==> src/rtl/pscg_pkg.sv <==
/*
  Constants and types shared by the power-save clock control block:
  register offsets, field positions, reset values, the wake delay and
  the halt sequencing states.
  Assumes a 20 MHz system clock and a 32-bit APB register bus.
*/
package pscg_pkg;

  //////////////////////////////////////////////////////////////////////
  // register byte addresses
  localparam logic [7:0]  PSCG_ADDR_CLOCK_DIVIDER_REGISTER = 8'h00;
  localparam logic [7:0]  PSCG_ADDR_GATE1  = 8'h04;
  localparam logic [7:0]  PSCG_ADDR_STATUS = 8'h08;

  //////////////////////////////////////////////////////////////////////
  // clock_divider_register fields
  localparam int          PSCG_ROI_BIT     = 15;
  localparam int          PSCG_DOZE_MSB    = 14;
  localparam int          PSCG_DOZE_LSB    = 12;
  localparam int          PSCG_CPU_SLOWDOWN_ENABLE_BIT   = 11;
  localparam logic [2:0]  PSCG_DOZE_RESET  = 3'h0;  // ratio 1:1

  //////////////////////////////////////////////////////////////////////
  // peripheral_clock_gate_one fields
  localparam int          PSCG_T5_BIT      = 15;
  localparam int          PSCG_T4_BIT      = 14;
  localparam int          PSCG_T3_BIT      = 13;
  localparam int          PSCG_T2_BIT      = 12;
  localparam int          PSCG_T1_BIT      = 11;
  localparam int          PSCG_PWM_BIT     = 9;
  localparam int          PSCG_I2C_BIT     = 7;
  localparam int          PSCG_UART_BIT    = 5;
  localparam int          PSCG_SPI_BIT     = 3;
  localparam int          PSCG_ADC_BIT     = 0;
  localparam logic [15:0] PSCG_GATE1_MASK  = 16'hfaa9;
  localparam logic [15:0] PSCG_GATE1_RESET = 16'h0000;

  //////////////////////////////////////////////////////////////////////
  // status register fields
  localparam int          PSCG_ST_HALT     = 0;
  localparam int          PSCG_ST_SLEEP    = 1;
  localparam int          PSCG_ST_HELD     = 2;
  localparam int          PSCG_ST_DOZE     = 3;

  //////////////////////////////////////////////////////////////////////
  // timing: wake delay in clock cycles, inside the 2..4 window
  localparam int          PSCG_WAKE_CYCLES = 3;
  localparam logic [1:0]  PSCG_WAKE_LAST   = 2'(PSCG_WAKE_CYCLES - 1);

  // halt sequencing
  typedef enum logic [1:0] {
    PSCG_RUN   = 2'b00,
    PSCG_ENTER = 2'b01,
    PSCG_HALT  = 2'b10,
    PSCG_WAKE  = 2'b11
  } pscg_mode_e;

endpackage

==> src/rtl/pscg_doze_div.sv <==
/*
  CPU slowdown divider: a clock-enable tick once every 2**ratio
  system clocks while slowdown is on, every clock otherwise.
  Assumes enable and ratio come from registers on the same clock.
*/
`timescale 1ns/1ps
module pscg_doze_div (
  // clock and reset
  input  logic       ref_clk,
  input  logic       rst_b,
  // control
  input  logic       enable,
  input  logic [2:0] ratio,
  // cpu clock enable
  output logic       tick
);
  import pscg_pkg::*;

  typedef struct packed {
    logic [6:0] cnt;
  } pscg_div_s;

  pscg_div_s  st;
  pscg_div_s  next_st;
  logic [6:0] last;

  //////////////////////////////////////////////////////////////////////
  // count up to 2**ratio - 1, tick on the last count
  always_comb begin
    next_st = st;
    last    = 7'((8'h01 << ratio) - 8'h01);
    tick    = !enable || (st.cnt >= last);
    if (tick) begin
      next_st.cnt = 7'h00;
    end else begin
      next_st.cnt = st.cnt + 7'h01;
    end
  end

  always_ff @(posedge ref_clk) begin
    if (!rst_b) begin
      st <= '0;
    end else begin
      st <= next_st;
    end
  end

  //////////////////////////////////////////////////////////////////////
  // checks
  tick_period_a: assert property (@(posedge ref_clk) disable iff (!rst_b)
    (enable && ratio == 3'h1 && tick) ##1 (enable && ratio == 3'h1)
      |-> !tick ##1 (!(enable && ratio == 3'h1) || tick))
    else $error("slowdown tick period wrong for ratio 1:2");

endmodule

==> src/rtl/pscg_gate_ctl.sv <==
/*
  Per-peripheral clock and register enables from the gate register,
  applied one cycle after the register changes.
  Assumes peripherals use clk_en as their clock gate enable.
*/
`timescale 1ns/1ps
module pscg_gate_ctl (
  // clock and reset
  input  logic        ref_clk,
  input  logic        rst_b,
  // control
  input  logic [15:0] gate_bits,
  input  logic [15:0] present,
  input  logic        sys_run,
  // peripheral enables
  output logic [15:0] clk_en,
  output logic [15:0] reg_en
);
  import pscg_pkg::*;

  typedef struct packed {
    logic [15:0] applied;
  } pscg_gate_s;

  pscg_gate_s st;
  pscg_gate_s next_st;

  //////////////////////////////////////////////////////////////////////
  // one cycle of delay between register and gate, both directions
  always_comb begin
    next_st         = st;
    next_st.applied = gate_bits;
  end

  always_ff @(posedge ref_clk) begin
    if (!rst_b) begin
      st <= '{applied: PSCG_GATE1_RESET};
    end else begin
      st <= next_st;
    end
  end

  //////////////////////////////////////////////////////////////////////
  // enables per peripheral
  genvar i;
  generate
    for (i = 0; i < 16; i++) begin : g_bit
      assign reg_en[i] = present[i] && !st.applied[i];
      assign clk_en[i] = reg_en[i] && sys_run;
    end
  endgenerate

  //////////////////////////////////////////////////////////////////////
  // checks
  gate_delay_a: assert property (@(posedge ref_clk) disable iff (!rst_b)
    ($rose(gate_bits[PSCG_T1_BIT]) && sys_run && present[PSCG_T1_BIT])
      |-> clk_en[PSCG_T1_BIT] ##1 !clk_en[PSCG_T1_BIT])
    else $error("gate did not apply one cycle after write");

  regs_off_a: assert property (@(posedge ref_clk) disable iff (!rst_b)
    gate_bits[PSCG_UART_BIT] |=> !reg_en[PSCG_UART_BIT] && !clk_en[PSCG_UART_BIT])
    else $error("gated peripheral still has register access");

  absent_off_a: assert property (@(posedge ref_clk) disable iff (!rst_b)
    !present[PSCG_T5_BIT] |-> !clk_en[PSCG_T5_BIT] && !reg_en[PSCG_T5_BIT])
    else $error("absent peripheral enabled");

endmodule

==> src/rtl/pscg_top.sv <==
/*
  Power-save clock control: halt and sleep sequencing with wake-up,
  CPU slowdown by clock enable, and peripheral clock gating, with
  registers on APB.
  Assumes CPU, interrupt logic and watchdog run on ref_clk, so their
  inputs need no synchroniser.
*/
// Operation
// - halted CPU executes no instructions
// - halt entry clears the watchdog count
// - system clock and ungated peripherals run in halt
// - low-power RC clock kept if watchdog on, or monitor on outside sleep halt
// - wake on interrupt, reset or watchdog timeout
// - CPU clock restored, resume 2-4 cycles later
// - interrupt during entry deferred, then wakes immediately
// - slowdown divides only CPU clock
// - slow CPU and peripherals stay synchronized
// - slowdown only when enable bit 11 set
// - ratio bits 14:12, 1:1 to 1:128, reset 1:1
// - return-on-interrupt bit 15 restores full speed
// - disable bit stops that peripheral's clock
// - disabled peripheral registers ignore writes
// - peripheral runs only if enabled and present
// - disable change takes effect one cycle later
`timescale 1ns/1ps
module pscg_top #(
  parameter logic [15:0] PRESENT = pscg_pkg::PSCG_GATE1_MASK
) (
  // clock and reset
  input  logic        ref_clk,
  input  logic        rst_b,
  // apb slave
  input  logic        psel,
  input  logic        penable,
  input  logic        pwrite,
  input  logic [7:0]  paddr,
  input  logic [31:0] pwdata,
  output logic [31:0] prdata,
  output logic        pready,
  output logic        pslverr,
  // cpu and interrupt side
  input  logic        power_save_instruction_exec,
  input  logic        power_save_instruction_sleep,
  input  logic        irq_pending,
  input  logic        wdt_timeout,
  input  logic        wdt_enable,
  input  logic        clock_failure_monitor_enable,
  output logic        cpu_clk_en,
  output logic        cpu_halted,
  output logic        wdt_clear,
  // clock sources
  output logic        sys_clk_run,
  output logic        low_power_rc_clock_run,
  // peripheral side
  output logic [15:0] periph_clk_en,
  output logic [15:0] periph_reg_en
);
  import pscg_pkg::*;

  typedef struct packed {
    pscg_mode_e  mode;
    logic [1:0]  wake_cnt;
    logic        sleep;
    logic        irq_held;
    logic        return_on_interrupt;
    logic [2:0]  ratio;
    logic        cpu_slowdown_enable;
    logic [15:0] gate;
    logic [15:0] rdata;
  } pscg_state_s;

  pscg_state_s st;
  pscg_state_s next_st;
  logic        doze_tick;
  logic        wr_access;
  logic        wake_cause;
  logic        clock_divider_register_wr;

  //////////////////////////////////////////////////////////////////////
  // address decode, used for write access and error
  function automatic logic addr_mapped(input logic [7:0] a);
    addr_mapped = (a == PSCG_ADDR_CLOCK_DIVIDER_REGISTER) || (a == PSCG_ADDR_GATE1) ||
                  (a == PSCG_ADDR_STATUS);
  endfunction

  //////////////////////////////////////////////////////////////////////
  // apb handshake: zero wait states
  assign pready    = 1'b1;
  assign pslverr   = psel && penable && !addr_mapped(paddr);
  assign prdata    = {16'h0000, st.rdata};
  assign wr_access = psel && penable && pwrite && addr_mapped(paddr);
  assign clock_divider_register_wr = wr_access && (paddr == PSCG_ADDR_CLOCK_DIVIDER_REGISTER);

  // any wake source, including an interrupt held over from entry
  assign wake_cause = irq_pending || st.irq_held || wdt_timeout;

  //////////////////////////////////////////////////////////////////////
  // next state: halt sequencing, registers, read data
  always_comb begin
    next_st = st;

    // halt and sleep sequencing
    unique case (st.mode)
      PSCG_RUN: begin
        if (power_save_instruction_exec) begin
          next_st.mode  = PSCG_ENTER;
          next_st.sleep = power_save_instruction_sleep;
        end
      end
      PSCG_ENTER: begin
        next_st.mode = PSCG_HALT;  // entry completes before any wake
      end
      PSCG_HALT: begin
        if (wake_cause) begin
          next_st.mode     = PSCG_WAKE;
          next_st.wake_cnt = 2'h0;
        end
      end
      PSCG_WAKE: begin
        if (st.wake_cnt == PSCG_WAKE_LAST) begin
          next_st.mode  = PSCG_RUN;
          next_st.sleep = 1'b0;
        end else begin
          next_st.wake_cnt = st.wake_cnt + 2'h1;
        end
      end
    endcase

    // interrupt coincident with entry is held, set beats clear
    if (st.mode == PSCG_HALT && wake_cause) begin
      next_st.irq_held = 1'b0;
    end
    if (irq_pending && ((st.mode == PSCG_RUN && power_save_instruction_exec) ||
                        st.mode == PSCG_ENTER)) begin
      next_st.irq_held = 1'b1;
    end

    // register writes
    if (wr_access && paddr == PSCG_ADDR_CLOCK_DIVIDER_REGISTER) begin
      next_st.return_on_interrupt   = pwdata[PSCG_ROI_BIT];
      next_st.ratio = pwdata[PSCG_DOZE_MSB:PSCG_DOZE_LSB];
      next_st.cpu_slowdown_enable = pwdata[PSCG_CPU_SLOWDOWN_ENABLE_BIT];
    end
    if (wr_access && paddr == PSCG_ADDR_GATE1) begin
      next_st.gate = pwdata[15:0] & PSCG_GATE1_MASK;
    end

    // interrupt drops slowdown when return-on-interrupt is set
    if (st.return_on_interrupt && irq_pending && st.mode == PSCG_RUN) begin
      next_st.cpu_slowdown_enable = 1'b0;
    end

    // read data captured in the setup phase
    if (psel && !penable) begin
      next_st.rdata = 16'h0000;
      if (paddr == PSCG_ADDR_CLOCK_DIVIDER_REGISTER) begin
        next_st.rdata[PSCG_ROI_BIT]                = st.return_on_interrupt;
        next_st.rdata[PSCG_DOZE_MSB:PSCG_DOZE_LSB] = st.ratio;
        next_st.rdata[PSCG_CPU_SLOWDOWN_ENABLE_BIT]              = st.cpu_slowdown_enable;
      end else if (paddr == PSCG_ADDR_GATE1) begin
        next_st.rdata = st.gate;
      end else if (paddr == PSCG_ADDR_STATUS) begin
        next_st.rdata[PSCG_ST_HALT]  = cpu_halted;
        next_st.rdata[PSCG_ST_SLEEP] = st.sleep;
        next_st.rdata[PSCG_ST_HELD]  = st.irq_held;
        next_st.rdata[PSCG_ST_DOZE]  = st.cpu_slowdown_enable;
      end
    end
  end

  //////////////////////////////////////////////////////////////////////
  // state register, synchronous reset
  always_ff @(posedge ref_clk) begin
    if (!rst_b) begin
      st <= '{mode:     PSCG_RUN,
              wake_cnt: 2'h0,
              sleep:    1'b0,
              irq_held: 1'b0,
              return_on_interrupt:      1'b0,
              ratio:    PSCG_DOZE_RESET,
              cpu_slowdown_enable:    1'b0,
              gate:     PSCG_GATE1_RESET,
              rdata:    16'h0000};
    end else begin
      st <= next_st;
    end
  end

  //////////////////////////////////////////////////////////////////////
  // cpu slowdown divider
  pscg_doze_div u_doze (
    .ref_clk (ref_clk),
    .rst_b   (rst_b),
    .enable  (st.cpu_slowdown_enable),
    .ratio   (st.ratio),
    .tick    (doze_tick)
  );

  // cpu runs on an enable of the one clock tree, never in halt
  assign cpu_clk_en = (st.mode == PSCG_RUN) && doze_tick;
  assign cpu_halted = (st.mode == PSCG_ENTER) || (st.mode == PSCG_HALT);
  assign wdt_clear  = (st.mode == PSCG_ENTER);

  // system clock stops only in sleep; rc clock kept for watchdog, for monitor except in sleep halt
  assign sys_clk_run = !(cpu_halted && st.sleep);
  assign low_power_rc_clock_run    = st.sleep ? (cpu_halted ? wdt_enable : (wdt_enable || clock_failure_monitor_enable))
                                : (wdt_enable || clock_failure_monitor_enable);

  //////////////////////////////////////////////////////////////////////
  // peripheral gating
  pscg_gate_ctl u_gate (
    .ref_clk   (ref_clk),
    .rst_b     (rst_b),
    .gate_bits (st.gate),
    .present   (PRESENT),
    .sys_run   (sys_clk_run),
    .clk_en    (periph_clk_en),
    .reg_en    (periph_reg_en)
  );

  //////////////////////////////////////////////////////////////////////
  // checks
  halt_no_exec_a: assert property (@(posedge ref_clk) disable iff (!rst_b)
    (st.mode != PSCG_RUN) |-> !cpu_clk_en)
    else $error("cpu clock enabled while halted or waking");

  wdt_entry_a: assert property (@(posedge ref_clk) disable iff (!rst_b)
    (st.mode == PSCG_RUN && power_save_instruction_exec) |=> wdt_clear ##1 !wdt_clear)
    else $error("watchdog not cleared once on halt entry");

  low_power_rc_clock_keep_a: assert property (@(posedge ref_clk) disable iff (!rst_b)
    (cpu_halted && !st.sleep && (wdt_enable || clock_failure_monitor_enable)) |-> low_power_rc_clock_run)
    else $error("rc clock stopped during halt with users");

  wake_exit_a: assert property (@(posedge ref_clk) disable iff (!rst_b)
    (st.mode == PSCG_HALT && (irq_pending || wdt_timeout)) |=> st.mode == PSCG_WAKE)
    else $error("halt not left on wake event");

  resume_delay_a: assert property (@(posedge ref_clk) disable iff (!rst_b)
    (st.mode == PSCG_HALT && wake_cause) |=> (!cpu_clk_en)[*3] ##1 (st.mode == PSCG_RUN))
    else $error("resume delay not three cycles");

  held_irq_a: assert property (@(posedge ref_clk) disable iff (!rst_b)
    (st.mode == PSCG_RUN && power_save_instruction_exec && irq_pending)
      |=> (st.mode == PSCG_ENTER) ##1 (st.mode == PSCG_HALT) ##1 (st.mode == PSCG_WAKE))
    else $error("coincident interrupt not deferred then woken");

  full_speed_a: assert property (@(posedge ref_clk) disable iff (!rst_b)
    (!st.cpu_slowdown_enable && st.mode == PSCG_RUN) |-> cpu_clk_en)
    else $error("cpu slowed without slowdown enable");

  periph_full_a: assert property (@(posedge ref_clk) disable iff (!rst_b)
    (st.cpu_slowdown_enable && !cpu_halted) |-> sys_clk_run)
    else $error("system clock stopped in slowdown");

  roi_restore_a: assert property (@(posedge ref_clk) disable iff (!rst_b)
    (st.return_on_interrupt && irq_pending && st.mode == PSCG_RUN) |=> !st.cpu_slowdown_enable)
    else $error("interrupt did not end slowdown");

  roi_keep_a: assert property (@(posedge ref_clk) disable iff (!rst_b)
    (st.cpu_slowdown_enable && !st.return_on_interrupt && !clock_divider_register_wr) |=> st.cpu_slowdown_enable)
    else $error("slowdown changed without write");

  enter_path_a: assert property (@(posedge ref_clk) disable iff (!rst_b)
    (st.mode == PSCG_RUN && power_save_instruction_exec)
      |=> (st.mode == PSCG_ENTER) && (st.sleep == $past(power_save_instruction_sleep)))
    else $error("power-save instruction not taken with its operand");

  halt_hold_a: assert property (@(posedge ref_clk) disable iff (!rst_b)
    (st.mode == PSCG_HALT && !wake_cause) |=> st.mode == PSCG_HALT)
    else $error("halt left without a wake cause");

  idle_clk_on_a: assert property (@(posedge ref_clk) disable iff (!rst_b)
    (cpu_halted && !st.sleep) |-> sys_clk_run)
    else $error("system clock stopped during halt");

  sleep_clk_off_a: assert property (@(posedge ref_clk) disable iff (!rst_b)
    (cpu_halted && st.sleep) |-> !sys_clk_run && (periph_clk_en == 16'h0000))
    else $error("clocks still running in sleep");

  resume_run_a: assert property (@(posedge ref_clk) disable iff (!rst_b)
    (st.mode == PSCG_WAKE && st.wake_cnt == PSCG_WAKE_LAST) |=> st.mode == PSCG_RUN)
    else $error("wake delay did not end in run");

  held_wake_a: assert property (@(posedge ref_clk) disable iff (!rst_b)
    (st.mode == PSCG_HALT && st.irq_held) |=> st.mode == PSCG_WAKE)
    else $error("held interrupt did not wake at once");

  cpu_slowdown_enable_write_a: assert property (@(posedge ref_clk) disable iff (!rst_b)
    (clock_divider_register_wr && !(st.return_on_interrupt && irq_pending && st.mode == PSCG_RUN))
      |=> st.cpu_slowdown_enable == $past(pwdata[PSCG_CPU_SLOWDOWN_ENABLE_BIT]))
    else $error("slowdown enable not taken from write");

  gate_store_a: assert property (@(posedge ref_clk) disable iff (!rst_b)
    (wr_access && paddr == PSCG_ADDR_GATE1)
      |=> st.gate == ($past(pwdata[15:0]) & PSCG_GATE1_MASK))
    else $error("gate register write not stored");

endmodule

==> config.mk <==
export PLATFORM = sky130hd
export DESIGN_NAME = pscg_top
export DESIGN_NICKNAME = d
export VERILOG_FILES = /design/src/rtl/pscg_pkg.sv /design/src/rtl/pscg_doze_div.sv /design/src/rtl/pscg_gate_ctl.sv /design/src/rtl/pscg_top.sv
export SDC_FILE = /design/constraint.sdc
export NUM_CORES = 1
export LEC_CHECK = 0
export BUFFER_PORTS_ARGS = -buffer_cell sky130_fd_sc_hd__buf_2
export CAP_MARGIN = 20
export CORE_UTILIZATION = 40
export CTS_BUF_LIST = sky130_fd_sc_hd__clkbuf_4
export DETAILED_ROUTE_END_ITERATION = 8
export HOLD_SLACK_MARGIN = 0.12
export PLACE_DENSITY = 0.75
export SLEW_MARGIN = 15
export SYNTH_ARGS = -nofsm -noshare
export SYNTH_HDL_FRONTEND = slang
export SYNTH_SLANG_ARGS = --single-unit
==> constraint.sdc <==
create_clock -name ref_clk -period 2.8 [get_ports ref_clk]
set_input_delay 0.42 -clock ref_clk [delete_from_list [all_inputs] [get_ports ref_clk]]
set_output_delay 0.42 -clock ref_clk [all_outputs]
set_load 0.005 [all_outputs]
==> impl_results.md <==
* Status: finished clean
* Port Buffers at 66
* CTS sink cnt at 50
* Residual DRC at 0
* GRT Total Usage at 15.1%
* Crit path time final at 2.60 ns
* Routed vias at 2123
* Max Cap Viol at 0
* F_max at 385 MHz
* Dpl hpwl at 3.98 mm
* GR Overflow Total at 0
* Final setup viols at 0
* Worst slew pin tran at 0.706 ns
* CP max FO at 8
* Cell area after placement at 2820 sq um
* CTS H-Tree Depth at 2
* Post-synth EDFFs at 0
* # IOs at 122
* Setup crit end: cpu_clk_en
* Placer congestion estimate at 0.820
* Sequential fraction of the synthesis area at 37.9%
* Setup TNS at 0 ns
* CTS tree: built
* First-pass iteration count of the detailed router at 4
* Crit path DAT at 2.18 ns
* Worst R2R Path Depth at 6
* WL/cell at 11.4 um
* Final period utilization at 92.9%
* Root buf cell: clkbuf_4
* Hold Path Class: input port to flip-flop
* Gate power share at 25.7%
* First-pass GRT wire length at 8.43 mm
* DIE AREA at 6930 sq um
* Slew Viols, Final at 0
* Filler cell count at 626
* Most common cell after layout, fill and taps aside: buf_2
* Antenna violations before repair at 0
* Synth Register Bits at 50
* Initial DRC Count at 106
* Chip Width at 83.3 um
* Clock power frac at 23.3%
* Critical path launch point type: flip-flop
* Syn Area/Cell at 8.13 sq um
* VDD IR max at 0.223 mV
* Reg2Reg Setup Slack at 0.73 ns
* Yosys warning total at 0
* Post-route ant nets at 0
* Worst-Skew Late Latency at 0.37 ns
* Final instance area at 2880 sq um
* Vias in the first global route at 1846
* PD cells at 518 nW/um^2
* Sw Share at 32.5%
* Ys async rst share at 0%
* Clock-pin transition on the worst setup and hold timing paths at 0.16 ns
* RR Endpoint: u_doze.st[5]$_SDFF_PP0_
* Hold buffers post-CTS at 0
* Core area at 6350 sq um
* Leading cell types in the layout, fill and taps excluded: buf_2, dfxtp_1, nand2_1
* Largest net degree at the start of global routing at 36
* Setup crit end kind: output pin
* WP data required at 2.38 ns
* Post-Layout Cell Count at 453
* Via density at 4.69
* Internal at 0.00101 W
* Crit path launch: st[35]$_SDFFE_PN0P_
* Layout cells sized above 1 at 21.0%
* Most common flop cell mapped by yosys: dfxtp_1
* Max transition margin at 52.9%
* Final hold violation count at 0
* Post-synthesis cell area at 2640 sq um
* DP Cell Count at 445
* Post-CTS Setup Repair Bufs at 0
* # nets final at 439
* Critical R2R Launch: st[35]$_SDFFE_PN0P_
* RSZ-0062 raised after global routing: false
* Post-CTS resize count at 0
* Routed WL at 5.17 mm
* CTS Buf Count at 5
* Initial Util at 41.6%
* Psw at 0.000485 W
* N_diodes at 0
* Maximum clock path buffer count at 2
* Syn Inst Count at 325
* Flop pwr share at 51.0%
* Crit Path Class: flip-flop to output pin
* Post-Route Skew at 0.00782 ns
* Post-synth cell types at 39
* Lkg Pwr at 1.23 nW
* DIE HEIGHT at 83.3 um
* Rows at 29
* Area grow syn2layout at 9.10%
-- worst min-delay path by stage --
stage                                  startpoint                      end  slack [ns]  depth (start not counted)
after floorplan               st[39]$_SDFFE_PN0P_      st[39]$_SDFFE_PN0P_        0.43                          2
after global placement        st[39]$_SDFFE_PN0P_      st[39]$_SDFFE_PN0P_        0.44                          2
after detailed placement  prdata[12]$_SDFFE_PN0P_  prdata[12]$_SDFFE_PN0P_        0.44                          2
after CTS                               pwdata[3]      st[19]$_SDFFE_PN0P_        0.24                          3
after global routing                    pwdata[0]      st[16]$_SDFFE_PN0P_        0.24                          3
final                                   pwdata[3]      st[19]$_SDFFE_PN0P_        0.26                          3
-- cell usage after synthesis (6+ instances only) --
| library cell | number | area [sq um] |
|---|---|---|
| ha_1 | 13 | 163 |
| nand3_1 | 24 | 120 |
| a21oi_1 | 6 | 30.0 |
| buf_4 | 45 | 338 |
| o21ai_1 | 23 | 115 |
| dfxtp_1 | 50 | 1000 |
| inv_1 | 19 | 71.3 |
| nor2b_1 | 8 | 50.1 |
| and2_1 | 13 | 81.3 |
| nand2_1 | 39 | 146 |
| clkbuf_1 | 9 | 33.8 |
| a21boi_1 | 9 | 67.6 |
| nor2_1 | 22 | 82.6 |
-- cell type report --
class / count / area [sq um] / share of cell area [%]
clock inverter: 3 / 25.0 / 0.868
clock buffer: 5 / 37.5 / 1.30
inverter: 20 / 75.1 / 2.61
timing repair buffer: 68 / 345 / 12.0
tap: 77 / 96.3 / 3.34
sequential: 50 / 1000 / 34.7
multi-input combinational: 230 / 1300 / 45.2
-- sequential cells by signal (all words and copies together) (netlist names) --
register / cells
prdata: 12
st: 21
u_gate.st: 10
u_doze.st: 7
-- through the flow --
step	total power (W)	utilization, %	worst slack (ns)	hold WS (ns)
3_5_place_dp	0.00116	44.4	0.611	0.442
2_1_floorplan	0.00104	-	0.885	0.428
6_report	0.00149	45.4	0.200	0.260
5_1_grt	0.00159	45.4	0.0200	0.243
4_1_cts	0.00151	45.4	0.163	0.242
3_3_place_gp	0.00115	44.4	0.655	0.438
-- power groups by stage --
stage | logic [W] | clock network, W | registers, W
2_1_floorplan | 0.000271 | 0 | 0.000768
3_3_place_gp | 0.000378 | 0 | 0.000773
6_report | 0.000383 | 0.000348 | 0.000761
3_5_place_dp | 0.000385 | 0 | 0.000775
5_1_grt | 0.000438 | 0.000389 | 0.000766
4_1_cts | 0.000388 | 0.000363 | 0.000760
-- metal layers --
| layer | track usage, % | wire length [um] | share of wire (%) |
|---|---|---|---|
| met1 | 18.9 | 2340 | 45 |
| met2 | 25.2 | 2440 | 47 |
| met3 | 4.08 | 328 | 6.3 |
| met4 | 4.39 | 57 | 1.1 |
| met5 | 0 | 0 | 0 |
-- worst max-delay path, cell delays in order, from the launching register on --
cell     delay (ns)
dfxtp_1        0.48
o21ai_0        0.14
ha_1           0.29
and3_4         0.18
a221o_1        0.35
a31oi_1        0.16
nor2b_1        0.08
buf_2          0.13
-- cell families (layout without fill, tap and decap cells) --
kind of cell,count (synthesis),after routing,synth area share (%)
simple gates,124,124,23.1
buf+inv,76,96,17.2
compound gates,50,50,11.6
flops,50,50,37.9
fa+ha+maj,13,13,6.16
xor+xnor,5,5,1.66
mux,5,5,2.08
other cells,2,33,0.284
(Power assumes the default switching activity.)
